### src/design/stt_regs.svh
// What this block does
// - 24-bit down counter; at zero reloads on next count edge, then keeps counting
// - Counter holds its value while the core is halted for debug
// - Bit 16 flag shows zero reached since last read; reading clears it
// - Bit 2 picks count clock: 0 reference, 1 processor clock
// - Bit 1 gates the tick exception request on reaching zero
// - Bit 0 enables counting; enable first loads reload value, then counts
// - Each zero reached while enabled sets flag, maybe requests, then reloads
// - Control/status at 0xE000E010, resets to 0x00000004, reserved bits zero, privileged
// - Reload and current registers read/write, reset to zero, privileged only
// - Calibration at 0xE000E01C is read-only, reads {!HAS_REF, SKEW, 6'h00, TENMS}, privileged only
// - Reload value sits in bits 23:0; upper bits reserved
// - Any write to current value clears counter and the flag
// - Flag and request fire on step from 1 to 0 only
// - Without reference clock, select bit reads one and calibration top bit set
`ifndef STT_REGS_SVH
`define STT_REGS_SVH

`define STT_ADDR_CTRL   32'hE000E010
`define STT_ADDR_RELOAD 32'hE000E014
`define STT_ADDR_CURR   32'hE000E018
`define STT_ADDR_CALIB  32'hE000E01C
`define STT_CTRL_RESET  32'h00000004
`define STT_CALIB_RESET 32'hC0000000
`define STT_BIT_ENABLE  0
`define STT_BIT_IRQEN   1
`define STT_BIT_CLKSEL  2
`define STT_BIT_FLAG    16
`define STT_BIT_NO_REFERENCE_CLOCK   31
`define STT_CNT_W       24

`endif

### src/design/stt_pkg.sv
package stt_pkg;
    typedef logic [31:0] stt_word_t;
    typedef logic [23:0] stt_count_t;
    typedef logic [1:0]  stt_resp_t;
    localparam stt_resp_t STT_OKAY   = 2'h0;
    localparam stt_resp_t STT_SLVERR = 2'h2;
endpackage

### src/design/stt_ref_sync.sv
`timescale 1ns/1ps
`default_nettype none
module stt_ref_sync
(
    input  wire logic clk_sys,
    input  wire logic rst,
    input  wire logic refIn,
    output logic      refEdge
);
    logic s1_q;
    logic s2_q;
    logic s3_q;
    logic lvl_q;

    // Rising change counts once stages two and three agree
    always_ff @(posedge clk_sys or posedge rst)
    begin
        if (rst)
        begin
            s1_q    <= 1'b0;
            s2_q    <= 1'b0;
            s3_q    <= 1'b0;
            lvl_q   <= 1'b0;
            refEdge <= 1'b0;
        end
        else
        begin
            s1_q    <= refIn;
            s2_q    <= s1_q;
            s3_q    <= s2_q;
            refEdge <= 1'b0;
            if (s2_q == s3_q && s3_q != lvl_q)
            begin
                lvl_q   <= s3_q;
                refEdge <= s3_q;
            end
        end
    end
endmodule
`default_nettype wire

### src/design/stt_timer.sv
// The AXI4-Lite register port was chosen for this implementation.
`timescale 1ns/1ps
`default_nettype none
`include "stt_regs.svh"
module stt_timer
#(
    parameter bit         HAS_REF = 1'b0,
    parameter logic [23:0] TENMS  = 24'h000000,
    parameter bit         SKEW    = 1'b1
)
(
    input  wire logic              clk_sys,
    input  wire logic              rst,
    input  wire logic              refClk,
    input  wire logic              debugHalt,
    output logic                   tickRequest,
    input  wire stt_pkg::stt_word_t s_axi_awaddr,
    input  wire logic [2:0]        s_axi_awprot,
    input  wire logic              s_axi_awvalid,
    output logic                   s_axi_awready,
    input  wire stt_pkg::stt_word_t s_axi_wdata,
    input  wire logic [3:0]        s_axi_wstrb,
    input  wire logic              s_axi_wvalid,
    output logic                   s_axi_wready,
    output stt_pkg::stt_resp_t     s_axi_bresp,
    output logic                   s_axi_bvalid,
    input  wire logic              s_axi_bready,
    input  wire stt_pkg::stt_word_t s_axi_araddr,
    input  wire logic [2:0]        s_axi_arprot,
    input  wire logic              s_axi_arvalid,
    output logic                   s_axi_arready,
    output stt_pkg::stt_word_t     s_axi_rdata,
    output stt_pkg::stt_resp_t     s_axi_rresp,
    output logic                   s_axi_rvalid,
    input  wire logic              s_axi_rready
);
    import stt_pkg::*;

    // ------------------------------------------------------------
    // Register state
    // ------------------------------------------------------------
    logic       enable_q;
    logic       irqEn_q;
    logic       clkSel_q;
    logic       flag_q;
    stt_count_t reload_q;
    stt_count_t count_q;
    logic       awHeld_q;
    logic       wHeld_q;
    stt_word_t  awAddr_q;
    logic       awPriv_q;
    stt_word_t  wData_q;
    logic       refEdge;
    logic       wrFire;
    logic       rdFire;
    logic       wrOk;
    logic       rdOk;
    logic       stepEn;
    logic       hitZero;
    logic       loadStart;
    stt_word_t  rdValue;
    stt_word_t  calibValue;

    stt_ref_sync u_sync
    (
        .clk_sys (clk_sys),
        .rst     (rst),
        .refIn   (refClk),
        .refEdge (refEdge)
    );

    // ------------------------------------------------------------
    // Bus write side
    // ------------------------------------------------------------
    // Address and data may come in either order; both are held
    assign wrFire = awHeld_q && wHeld_q && !s_axi_bvalid;
    assign wrOk = awPriv_q &&
        (awAddr_q == `STT_ADDR_CTRL || awAddr_q == `STT_ADDR_RELOAD ||
         awAddr_q == `STT_ADDR_CURR);

    always_ff @(posedge clk_sys or posedge rst)
    begin
        if (rst)
        begin
            awHeld_q      <= 1'b0;
            wHeld_q       <= 1'b0;
            awAddr_q      <= 32'h00000000;
            awPriv_q      <= 1'b0;
            wData_q       <= 32'h00000000;
            s_axi_awready <= 1'b1;
            s_axi_wready  <= 1'b1;
            s_axi_bvalid  <= 1'b0;
            s_axi_bresp   <= STT_OKAY;
        end
        else
        begin
            if (s_axi_awvalid && s_axi_awready)
            begin
                awHeld_q      <= 1'b1;
                awAddr_q      <= s_axi_awaddr;
                awPriv_q      <= s_axi_awprot[0];
                s_axi_awready <= 1'b0;
            end
            if (s_axi_wvalid && s_axi_wready)
            begin
                wHeld_q      <= 1'b1;
                wData_q      <= s_axi_wdata;
                s_axi_wready <= 1'b0;
            end
            if (wrFire)
            begin
                s_axi_bvalid <= 1'b1;
                s_axi_bresp  <= wrOk ? STT_OKAY : STT_SLVERR;
                awHeld_q     <= 1'b0;
                wHeld_q      <= 1'b0;
            end
            if (s_axi_bvalid && s_axi_bready)
            begin
                s_axi_bvalid  <= 1'b0;
                s_axi_awready <= 1'b1;
                s_axi_wready  <= 1'b1;
            end
        end
    end

    // ------------------------------------------------------------
    // Bus read side
    // ------------------------------------------------------------
    assign rdFire = s_axi_arvalid && s_axi_arready;
    assign rdOk   = s_axi_arprot[0];

    assign calibValue = {!HAS_REF, SKEW, 6'h00, TENMS};

    always_comb
    begin
        rdValue = 32'h00000000;
        if (s_axi_araddr == `STT_ADDR_CTRL)
        begin
            rdValue = {15'h0000, flag_q, 13'h0000, clkSel_q, irqEn_q, enable_q};
        end
        else if (s_axi_araddr == `STT_ADDR_RELOAD)
        begin
            rdValue = {8'h00, reload_q};
        end
        else if (s_axi_araddr == `STT_ADDR_CURR)
        begin
            rdValue = {8'h00, count_q};
        end
        else if (s_axi_araddr == `STT_ADDR_CALIB)
        begin
            rdValue = calibValue;
        end
    end

    always_ff @(posedge clk_sys or posedge rst)
    begin
        if (rst)
        begin
            s_axi_arready <= 1'b1;
            s_axi_rvalid  <= 1'b0;
            s_axi_rdata   <= 32'h00000000;
            s_axi_rresp   <= STT_OKAY;
        end
        else
        begin
            if (rdFire)
            begin
                s_axi_arready <= 1'b0;
                s_axi_rvalid  <= 1'b1;
                s_axi_rdata   <= rdOk ? rdValue : 32'h00000000;
                s_axi_rresp   <= (rdOk && (s_axi_araddr == `STT_ADDR_CTRL ||
                    s_axi_araddr == `STT_ADDR_RELOAD || s_axi_araddr == `STT_ADDR_CURR ||
                    s_axi_araddr == `STT_ADDR_CALIB)) ? STT_OKAY : STT_SLVERR;
            end
            else if (s_axi_rvalid && s_axi_rready)
            begin
                s_axi_rvalid  <= 1'b0;
                s_axi_arready <= 1'b1;
            end
        end
    end

    // ------------------------------------------------------------
    // Control and reload registers
    // ------------------------------------------------------------
    logic ctrlWr;
    logic currWr;
    logic ctrlRd;
    assign ctrlWr = wrFire && wrOk && awAddr_q == `STT_ADDR_CTRL;
    assign currWr = wrFire && wrOk && awAddr_q == `STT_ADDR_CURR;
    assign ctrlRd = rdFire && rdOk && s_axi_araddr == `STT_ADDR_CTRL;
    // Enable rising through a write loads reload first
    assign loadStart = ctrlWr && wData_q[`STT_BIT_ENABLE] && !enable_q;

    always_ff @(posedge clk_sys or posedge rst)
    begin
        if (rst)
        begin
            enable_q <= 1'b0;
            irqEn_q  <= 1'b0;
            clkSel_q <= 1'b1;
            reload_q <= 24'h000000;
        end
        else
        begin
            if (ctrlWr)
            begin
                enable_q <= wData_q[`STT_BIT_ENABLE];
                irqEn_q  <= wData_q[`STT_BIT_IRQEN];
                clkSel_q <= HAS_REF ? wData_q[`STT_BIT_CLKSEL] : 1'b1;
            end
            if (wrFire && wrOk && awAddr_q == `STT_ADDR_RELOAD)
            begin
                reload_q <= wData_q[23:0];
            end
        end
    end

    // ------------------------------------------------------------
    // Counter
    // ------------------------------------------------------------
    // Reference edges are lost during debug halt by design
    assign stepEn  = enable_q && !debugHalt && (clkSel_q || refEdge);
    assign hitZero = stepEn && count_q == 24'h000001;

    always_ff @(posedge clk_sys or posedge rst)
    begin
        if (rst)
        begin
            count_q <= 24'h000000;
        end
        else if (currWr)
        begin
            count_q <= 24'h000000;
        end
        else if (loadStart)
        begin
            count_q <= reload_q;
        end
        else if (stepEn)
        begin
            count_q <= (count_q == 24'h000000) ? reload_q : count_q - 24'h000001;
        end
    end

    // Set wins over read-clear; current-value write clears outright
    always_ff @(posedge clk_sys or posedge rst)
    begin
        if (rst)
        begin
            flag_q      <= 1'b0;
            tickRequest <= 1'b0;
        end
        else
        begin
            if (hitZero && !currWr)
            begin
                flag_q <= 1'b1;
            end
            else if (ctrlRd || currWr)
            begin
                flag_q <= 1'b0;
            end
            tickRequest <= hitZero && irqEn_q && !currWr;
        end
    end

    // ------------------------------------------------------------
    // Checks
    // ------------------------------------------------------------
    property p_flag_set;
        @(posedge clk_sys) disable iff (rst)
        (hitZero && !currWr) |=> flag_q;
    endproperty
    a_flag_set: assert property (p_flag_set) else $error("flag not set at zero");

    property p_wrap;
        @(posedge clk_sys) disable iff (rst)
        (stepEn && count_q == 24'h000000 && !currWr && !loadStart) |=> count_q == $past(reload_q);
    endproperty
    a_wrap: assert property (p_wrap) else $error("no reload after zero");

    property p_halt;
        @(posedge clk_sys) disable iff (rst)
        (debugHalt && !currWr && !loadStart) |=> $stable(count_q);
    endproperty
    a_halt: assert property (p_halt) else $error("counted while halted");

    property p_read_clear;
        @(posedge clk_sys) disable iff (rst)
        (ctrlRd && !hitZero) |=> !flag_q;
    endproperty
    a_read_clear: assert property (p_read_clear) else $error("flag not cleared by read");

    property p_irq;
        @(posedge clk_sys) disable iff (rst)
        tickRequest |-> $past(irqEn_q) && $past(count_q) == 24'h000001;
    endproperty
    a_irq: assert property (p_irq) else $error("request without cause");

    property p_curr_clear;
        @(posedge clk_sys) disable iff (rst)
        currWr |=> count_q == 24'h000000 && !flag_q;
    endproperty
    a_curr_clear: assert property (p_curr_clear) else $error("current write not clearing");

    property p_start;
        @(posedge clk_sys) disable iff (rst)
        (loadStart && !currWr) |=> count_q == $past(reload_q) && enable_q;
    endproperty
    a_start: assert property (p_start) else $error("enable did not load reload");

    property p_no_reference_clock;
        @(posedge clk_sys) disable iff (rst)
        !HAS_REF |-> clkSel_q && calibValue[31];
    endproperty
    a_no_reference_clock: assert property (p_no_reference_clock) else $error("select bit not stuck at one");

    property p_ref_step;
        @(posedge clk_sys) disable iff (rst)
        (enable_q && !clkSel_q && !refEdge && !currWr && !loadStart) |=> $stable(count_q);
    endproperty
    a_ref_step: assert property (p_ref_step) else $error("step without reference edge");

    property p_one_to_zero;
        @(posedge clk_sys) disable iff (rst)
        $rose(flag_q) |-> $past(count_q) == 24'h000001 && $past(stepEn);
    endproperty
    a_one_to_zero: assert property (p_one_to_zero) else $error("flag set off a 1 to 0 step");

    property p_tick_pulse;
        @(posedge clk_sys) disable iff (rst)
        tickRequest |=> !tickRequest;
    endproperty
    a_tick_pulse: assert property (p_tick_pulse) else $error("request wider than one cycle");

    property p_enable_off;
        @(posedge clk_sys) disable iff (rst)
        (!enable_q && !currWr && !loadStart) |=> $stable(count_q);
    endproperty
    a_enable_off: assert property (p_enable_off) else $error("counted while disabled");
endmodule
`default_nettype wire

### config.mk
export PLATFORM = sky130hd
export DESIGN_NAME = stt_timer
export DESIGN_NICKNAME = d
export VERILOG_FILES = /design/src/design/stt_pkg.sv /design/src/design/stt_ref_sync.sv /design/src/design/stt_timer.sv
export VERILOG_INCLUDE_DIRS = /design/src /design/src/design
export SDC_FILE = /design/constraint.sdc
export NUM_CORES = 1
export LEC_CHECK = 0
export BUFFER_PORTS_ARGS = -buffer_cell sky130_fd_sc_hd__buf_2
export CELL_PAD_IN_SITES_DETAIL_PLACEMENT = 1
export CELL_PAD_IN_SITES_GLOBAL_PLACEMENT = 1
export CORE_MARGIN = 10
export CORE_UTILIZATION = 40
export DETAILED_ROUTE_END_ITERATION = 12
export PLACE_DENSITY_LB_ADDON = 0.1
export SYNTH_ARGS = -nofsm -noshare
export SYNTH_HDL_FRONTEND = slang
export SYNTH_SLANG_ARGS = --single-unit
export TNS_END_PERCENT = 20
### constraint.sdc
create_clock -name clk_sys -period 13.8 [get_ports clk_sys]
set_input_delay 2.76 -clock clk_sys [delete_from_list [all_inputs] [get_ports clk_sys]]
set_output_delay 2.76 -clock clk_sys [all_outputs]
set_load 0.01 [all_outputs]
==> impl_metrics.ini, run 1 <==
[outcome]
outcome = completed

[placed_design]
portBuffers = 131
placedCellCount = 929
place_ws_ps = 8790
gp_congestion = 0.8778
placed_area_mm2 = 0.007543
dp_hpwl_um = 13810

[synth]
yosysTopAreaCellShare_pct = 51.77
ys_ff_latch = 143
synth_flop_cell = dfrtp_1
synth_largest_area_cell = dfrtp_1
synth-warning-count = 0
synth_edf_count = 0
avgSynthCellArea_um2 = 11.06
ys_seq_area_share_pct = 52.93
yosysUniqueCellTypes = 53
syn-cell-area_mm2 = 0.006768
netlist_instances = 612
ys_async_sr_fraction_pct = 100.0
synth_area_leaders = dfrtp_1, mux2_2, o21ai_0

[global_routing]
grtUsageTotal_pct = 17.09
grt_antenna_before_repair = 0
first_global_vias = 5785
grt_pass1_wl_um = 30560
gr-total-overflow = 0
grt_max_degree = 75

[finish]
syn2layout_area_growth_pct = 20.24
final.fill_count = 1866
nets = 846
multiInputGateArea_mm2 = 0.002928
fin_cells = 962
regArea_mm2 = 0.003582
fin_area_mm2 = 0.008138
layout-drive-gt1-share_pct = 35.90

[timing]
fin_tns_setup_ps = 0
slew_headroom_pct = 11.51
rsz0062_at_grt = false
skew_ps = 6.812
tightest_slew_ps = 1325
setup_violations = 0
period_share_pct = 33.12
fmax_mhz = 218.8
hold_viol_final = 0
slew_viol_final = 0
fin_ws_ps = 9230
period_minus_slack_ps = 4570

[clock_tree]
cts-resized-gates = 0
htreeDepth = 4
cts_tree = built
hold_buffers = 0
cts_root_buffer = clkbuf_16
clock_latency_ps = 420
cts_buffer_depth = 2
path_clk_slew_ps = 60
clock-sinks = 143
cts_made_buffers = 17
post_cts_buffers = 0

[power_and_ir_drop]
powerDensity_mw_per_mm2 = 147.9
ir_worst_vdd_uv = 90.57
p_total_mw = 1.204
leakage_nw = 3.726

[critical_path]
critPathMaxFanout = 24
crit_path_end_kind = flip-flop
crit_type = in -> reg
critPathRequiredTime_ps = 14120
startpoint_type = input port
arrival_ps = 4890

[drt]
drtAntennaViolNets = 0
routed_wl_um = 19200
first_pass_iters = 5
drc = 0
wl_per_cell_um = 19.95
drt-vias-per-instance = 5.433
num_vias = 5227
drt_iter0_markers = 311

[die]
dieArea_mm2 = 0.02252
fp-row-count = 47
die_y_um = 150.1
core_area_mm2 = 0.01658
die_w_um = 150.1
io_pins = 157
start_util_pct = 40.81

[hold_path]
hold_path_class = reg -> reg

[job]
drv_cap = 0
==> layout by cell type (no fill, tap or decap), drive strengths merged, types with 9 or more instances in the layout <==
master  netlist  layout
a21oi        15      15
a22oi        20      20
buf          17     136
clkbuf       29      21
dfrtp       140     140
inv          16      18
mux2         85      85
mux2i        20      20
nand2        42      42
nand3        20      20
nor2         32      32
nor3         16      16
nor4         15      15
o21ai        62      62
or4           9       9
==> critical path: stages <==
cell and delay [ps]:
buf_2 100, nor2b_1 990, o21ai_2 640, o31ai_1 390
==> sequential cells by signal, summed over array words and instances (netlist names) <==
name           count
awAddr_q          32
wData_q           24
s_axi_wready       1
s_axi_awready      1
reload_q          24
awPriv_q           1
wHeld_q            1
awHeld_q           1
s_axi_arready      1
tickRequest        1
s_axi_rdata       25
irqEn_q            1
flag_q             1
s_axi_bvalid       1
count_q           24
s_axi_bresp        1
s_axi_rvalid       1
s_axi_rresp        1
enable_q           1
==> synth_stat cells (2+ instances only) <==
library cell  count
buf_2             6
nor2_1           31
or3b_2            3
nand4_1           7
or3_1             5
and4b_1           3
buf_6             2
nand2b_1          3
o21ai_1          19
buf_4             9
dfstp_2           3
nor2b_1           4
nand3_1          20
a22oi_1          20
o31a_1            2
inv_1            16
a31oi_1           3
nor4_1           13
nor4_4            2
o21ai_0          42
a21oi_1          15
ha_1              3
o21a_1            3
mux2i_1          20
dfrtp_1         140
or2_2             2
and2_1            2
nor3_1           16
o22ai_1           5
nor4b_1           7
o31ai_1           4
mux2_2           84
nand2_1          42
clkbuf_1         28
or4_1             9
a21boi_0          2
==> through the flow <==
stage               hold WS [ps]  utilization, %
detailed placement         465.5           45.49
CTS                        479.0           49.06
floorplan                  470.2               -
finish                     473.5           49.07
global route               493.4           49.06
global placement           461.8           45.49
==> routing by layer <==
metal / vias up / global-route usage (%) / wire length (um)
met5: - / 0 / 0
li1: 2444 / - / -
met2: 137 / 29.43 / 9626
met4: 0 / 5.005 / 210
met1: 2630 / 20.15 / 8164
met3: 16 / 5.072 / 1195
==> area by class of cell <==
cell class	count	share of cell area (%)
clock buffers	21	5.658
diodes	1	0.03075
inverters	16	0.7995
multi-input cells	414	35.98
well taps	220	3.383
repair buffers	136	8.518
clock inverters	11	1.614
flip-flops and latches	143	44.02
==> cell families (layout without fill, tap and decap cells) <==
family	after synthesis	in the layout	synth area share (%)
and+or+nand+nor	176	176	14.35
other	1	9	0.05541
DFF	143	143	52.93
muxes	105	105	17.10
buffers and inverters	62	184	4.289
adders and majority gates	3	3	0.5547
AOI/OAI and AO/OA	122	122	10.72
==> power by group <==
part           internal, mW  switching, mW  total (mW)
combinational         0.103         0.0704       0.174
sequential            0.515         0.0542       0.569
clock                 0.277          0.183       0.461
total                 0.896          0.308        1.20
==> path summary, 6_finish.rpt <==
kind	cells after the start	to	start	slack [ps]
hold / removal	2	s_axi_rdata[12]	s_axi_rdata[12]	470
min in group asynchronous	2	wData_q[4]	rst	2450
setup reg to reg	7	count_q[3]	count_q[4]	10360
hold reg to reg	2	s_axi_rdata[12]	s_axi_rdata[12]	470
setup / recovery	4	count_q[0]	debugHalt	9230
max in group asynchronous	3	s_axi_rdata[17]	rst	10000
Power figures use the tool's default switching activity.
==> inputs of run 2 (changes only) <==
==> constraint.sdc (replaced) <==
create_clock -name clk_sys -period 4.8 [get_ports clk_sys]
set_input_delay 0.96 -clock clk_sys [delete_from_list [all_inputs] [get_ports clk_sys]]
set_output_delay 0.96 -clock clk_sys [all_outputs]
set_load 0.01 [all_outputs]
==> impl_metrics.ini, run 2 (synthesized netlist as in run 1, its figures left out) <==
[power_and_ir_drop]
seqPwrFrac_pct = 47.4
powerDensity_mw_per_mm2 = 424.3
switchingPower_uw = 882.0
ir_worst_vdd_uv = 327.6
leakage_nw = 3.733
p_total_mw = 3.459
p_sw_share_pct = 25.50
clockPowerShare_pct = 38.2
p_int_mw = 2.577
combPwrFrac_pct = 14.5

[global_routing]
grt_max_degree = 121
grt_pass1_wl_um = 30550
grt_antenna_before_repair = 0
gr-total-overflow = 0
grtUsageTotal_pct = 16.97
first_global_vias = 5834

[die]
die_w_um = 150.1
fp-row-count = 47
core_area_mm2 = 0.01658
start_util_pct = 40.81
dieArea_mm2 = 0.02252
die_y_um = 150.1
io_pins = 157

[clock_tree]
cts_made_buffers = 17
cts_buffer_depth = 2
hold_buffers = 0
cts_root_buffer = clkbuf_16
htreeDepth = 4
cts-resized-gates = 0
post_cts_buffers = 0
path_clk_slew_ps = 60
cts_tree = built
clock_latency_ps = 430
clock-sinks = 143

[drt]
drc = 0
num_vias = 5234
drt-vias-per-instance = 5.435
wl_per_cell_um = 19.67
drtAntennaViolNets = 0
first_pass_iters = 4
drt_iter0_markers = 243
routed_wl_um = 18950

[timing]
hold_viol_final = 0
fin_ws_ps = 1418
slew_headroom_pct = 21.50
tightest_slew_ps = 1177
setup_violations = 0
whs_ps = 470.7
skew_ps = 16.16
period_share_pct = 70.45
rsz0062_at_grt = false
fin_tns_setup_ps = 0
slew_viol_final = 0
period_minus_slack_ps = 3382
fmax_mhz = 295.7

[finish]
final_common_cell = dfrtp_1
syn2layout_area_growth_pct = 20.45
layout_common_cells = dfrtp_1, buf_2, mux2_2, nand2_1, o21ai_0
largestRegisters = awAddr_q: 32 flops, s_axi_rdata: 25 flops
nets = 848
layout-drive-gt1-share_pct = 36.07
top_register = awAddr_q
largest_reg_flops = 32
antenna_cells = 0
final.fill_count = 1864
multiInputGateArea_mm2 = 0.002928
regArea_mm2 = 0.003582

[critical_path]
crit_type = reg -> reg
r2r-start = count_q[4]
critPathMaxFanout = 12
startpoint_type = flip-flop
rrSetupSlack_ps = 1420
crit_path_end_kind = flip-flop
arrival_ps = 3720
critPathRequiredTime_ps = 5140
crit_start = count_q[4]

[hold_path]
hp-start = s_axi_rdata[11]
hold_path_class = reg -> reg

[placed_design]
place_ws_ps = 1418
dp_hpwl_um = 13820
portBuffers = 131
gp_congestion = 0.8749

[outcome]
outcome = completed

[job]
drv_cap = 0
==> run 2: cell count changes in the layout (fill, tap and decap cells not counted), sizes merged <==
cell      previous run  this run
diode                1         0
buf                136       138
clkinv               4         3
clkinvlp             3         4
==> run 2: final timing paths <==
| kind | depth (start not counted) | to |
|---|---|---|
| max in group asynchronous | 3 | s_axi_rdata[17] |
| min in group asynchronous | 2 | wData_q[7] |
| max | 7 | count_q[3] |
| min reg2reg | 2 | s_axi_rdata[11] |
| min | 2 | s_axi_rdata[11] |
| max reg2reg | 7 | count_q[3] |
==> run 2: stage by stage <==
stage	area (um2)	utilization, %	instances
after floorplan	6794	-	619
after global placement	7559	45.58	931
after detailed placement	7559	45.58	931
after CTS	8152	49.16	963
after global routing	8152	49.16	963
final	8152	49.16	963
==> run 2: worst max-delay path, cell delays in order (launching register included) <==
cell	delay [ps]
dfrtp_1	470
or4_1	720
or3_4	400
nor4_4	650
nor2_2	320
buf_4	300
mux2_1	320
o21ai_1	120
==> run 2: layer usage <==
| metal | track usage, % | vias up | routed length (um) |
|---|---|---|---|
| met3 | 4.952 | 20 | 1133 |
| li1 | - | 2450 | - |
| met4 | 5.539 | 0 | 223 |
| met5 | 0 | - | 0 |
| met2 | 29.27 | 134 | 9505 |
| met1 | 19.80 | 2630 | 8083 |
==> run 2: final cells by class <==
| cell class | count | area share, % |
|---|---|---|
| clock buffer | 21 | 5.649 |
| sequential | 143 | 43.94 |
| timing repair buffer | 138 | 8.688 |
| tap | 220 | 3.377 |
| clock inverter | 11 | 1.627 |
| inverter | 16 | 0.7982 |
| multi-input combinational | 414 | 35.92 |
==> run 2: power groups by stage <==
stage               logic, mW  clock network, mW  registers (mW)
floorplan               0.382                  0            1.61
global placement        0.480                  0            1.64
finish                  0.501               1.32            1.64
global route            0.559               1.40            1.67
detailed placement      0.514                  0            1.66
CTS                     0.515               1.36            1.64
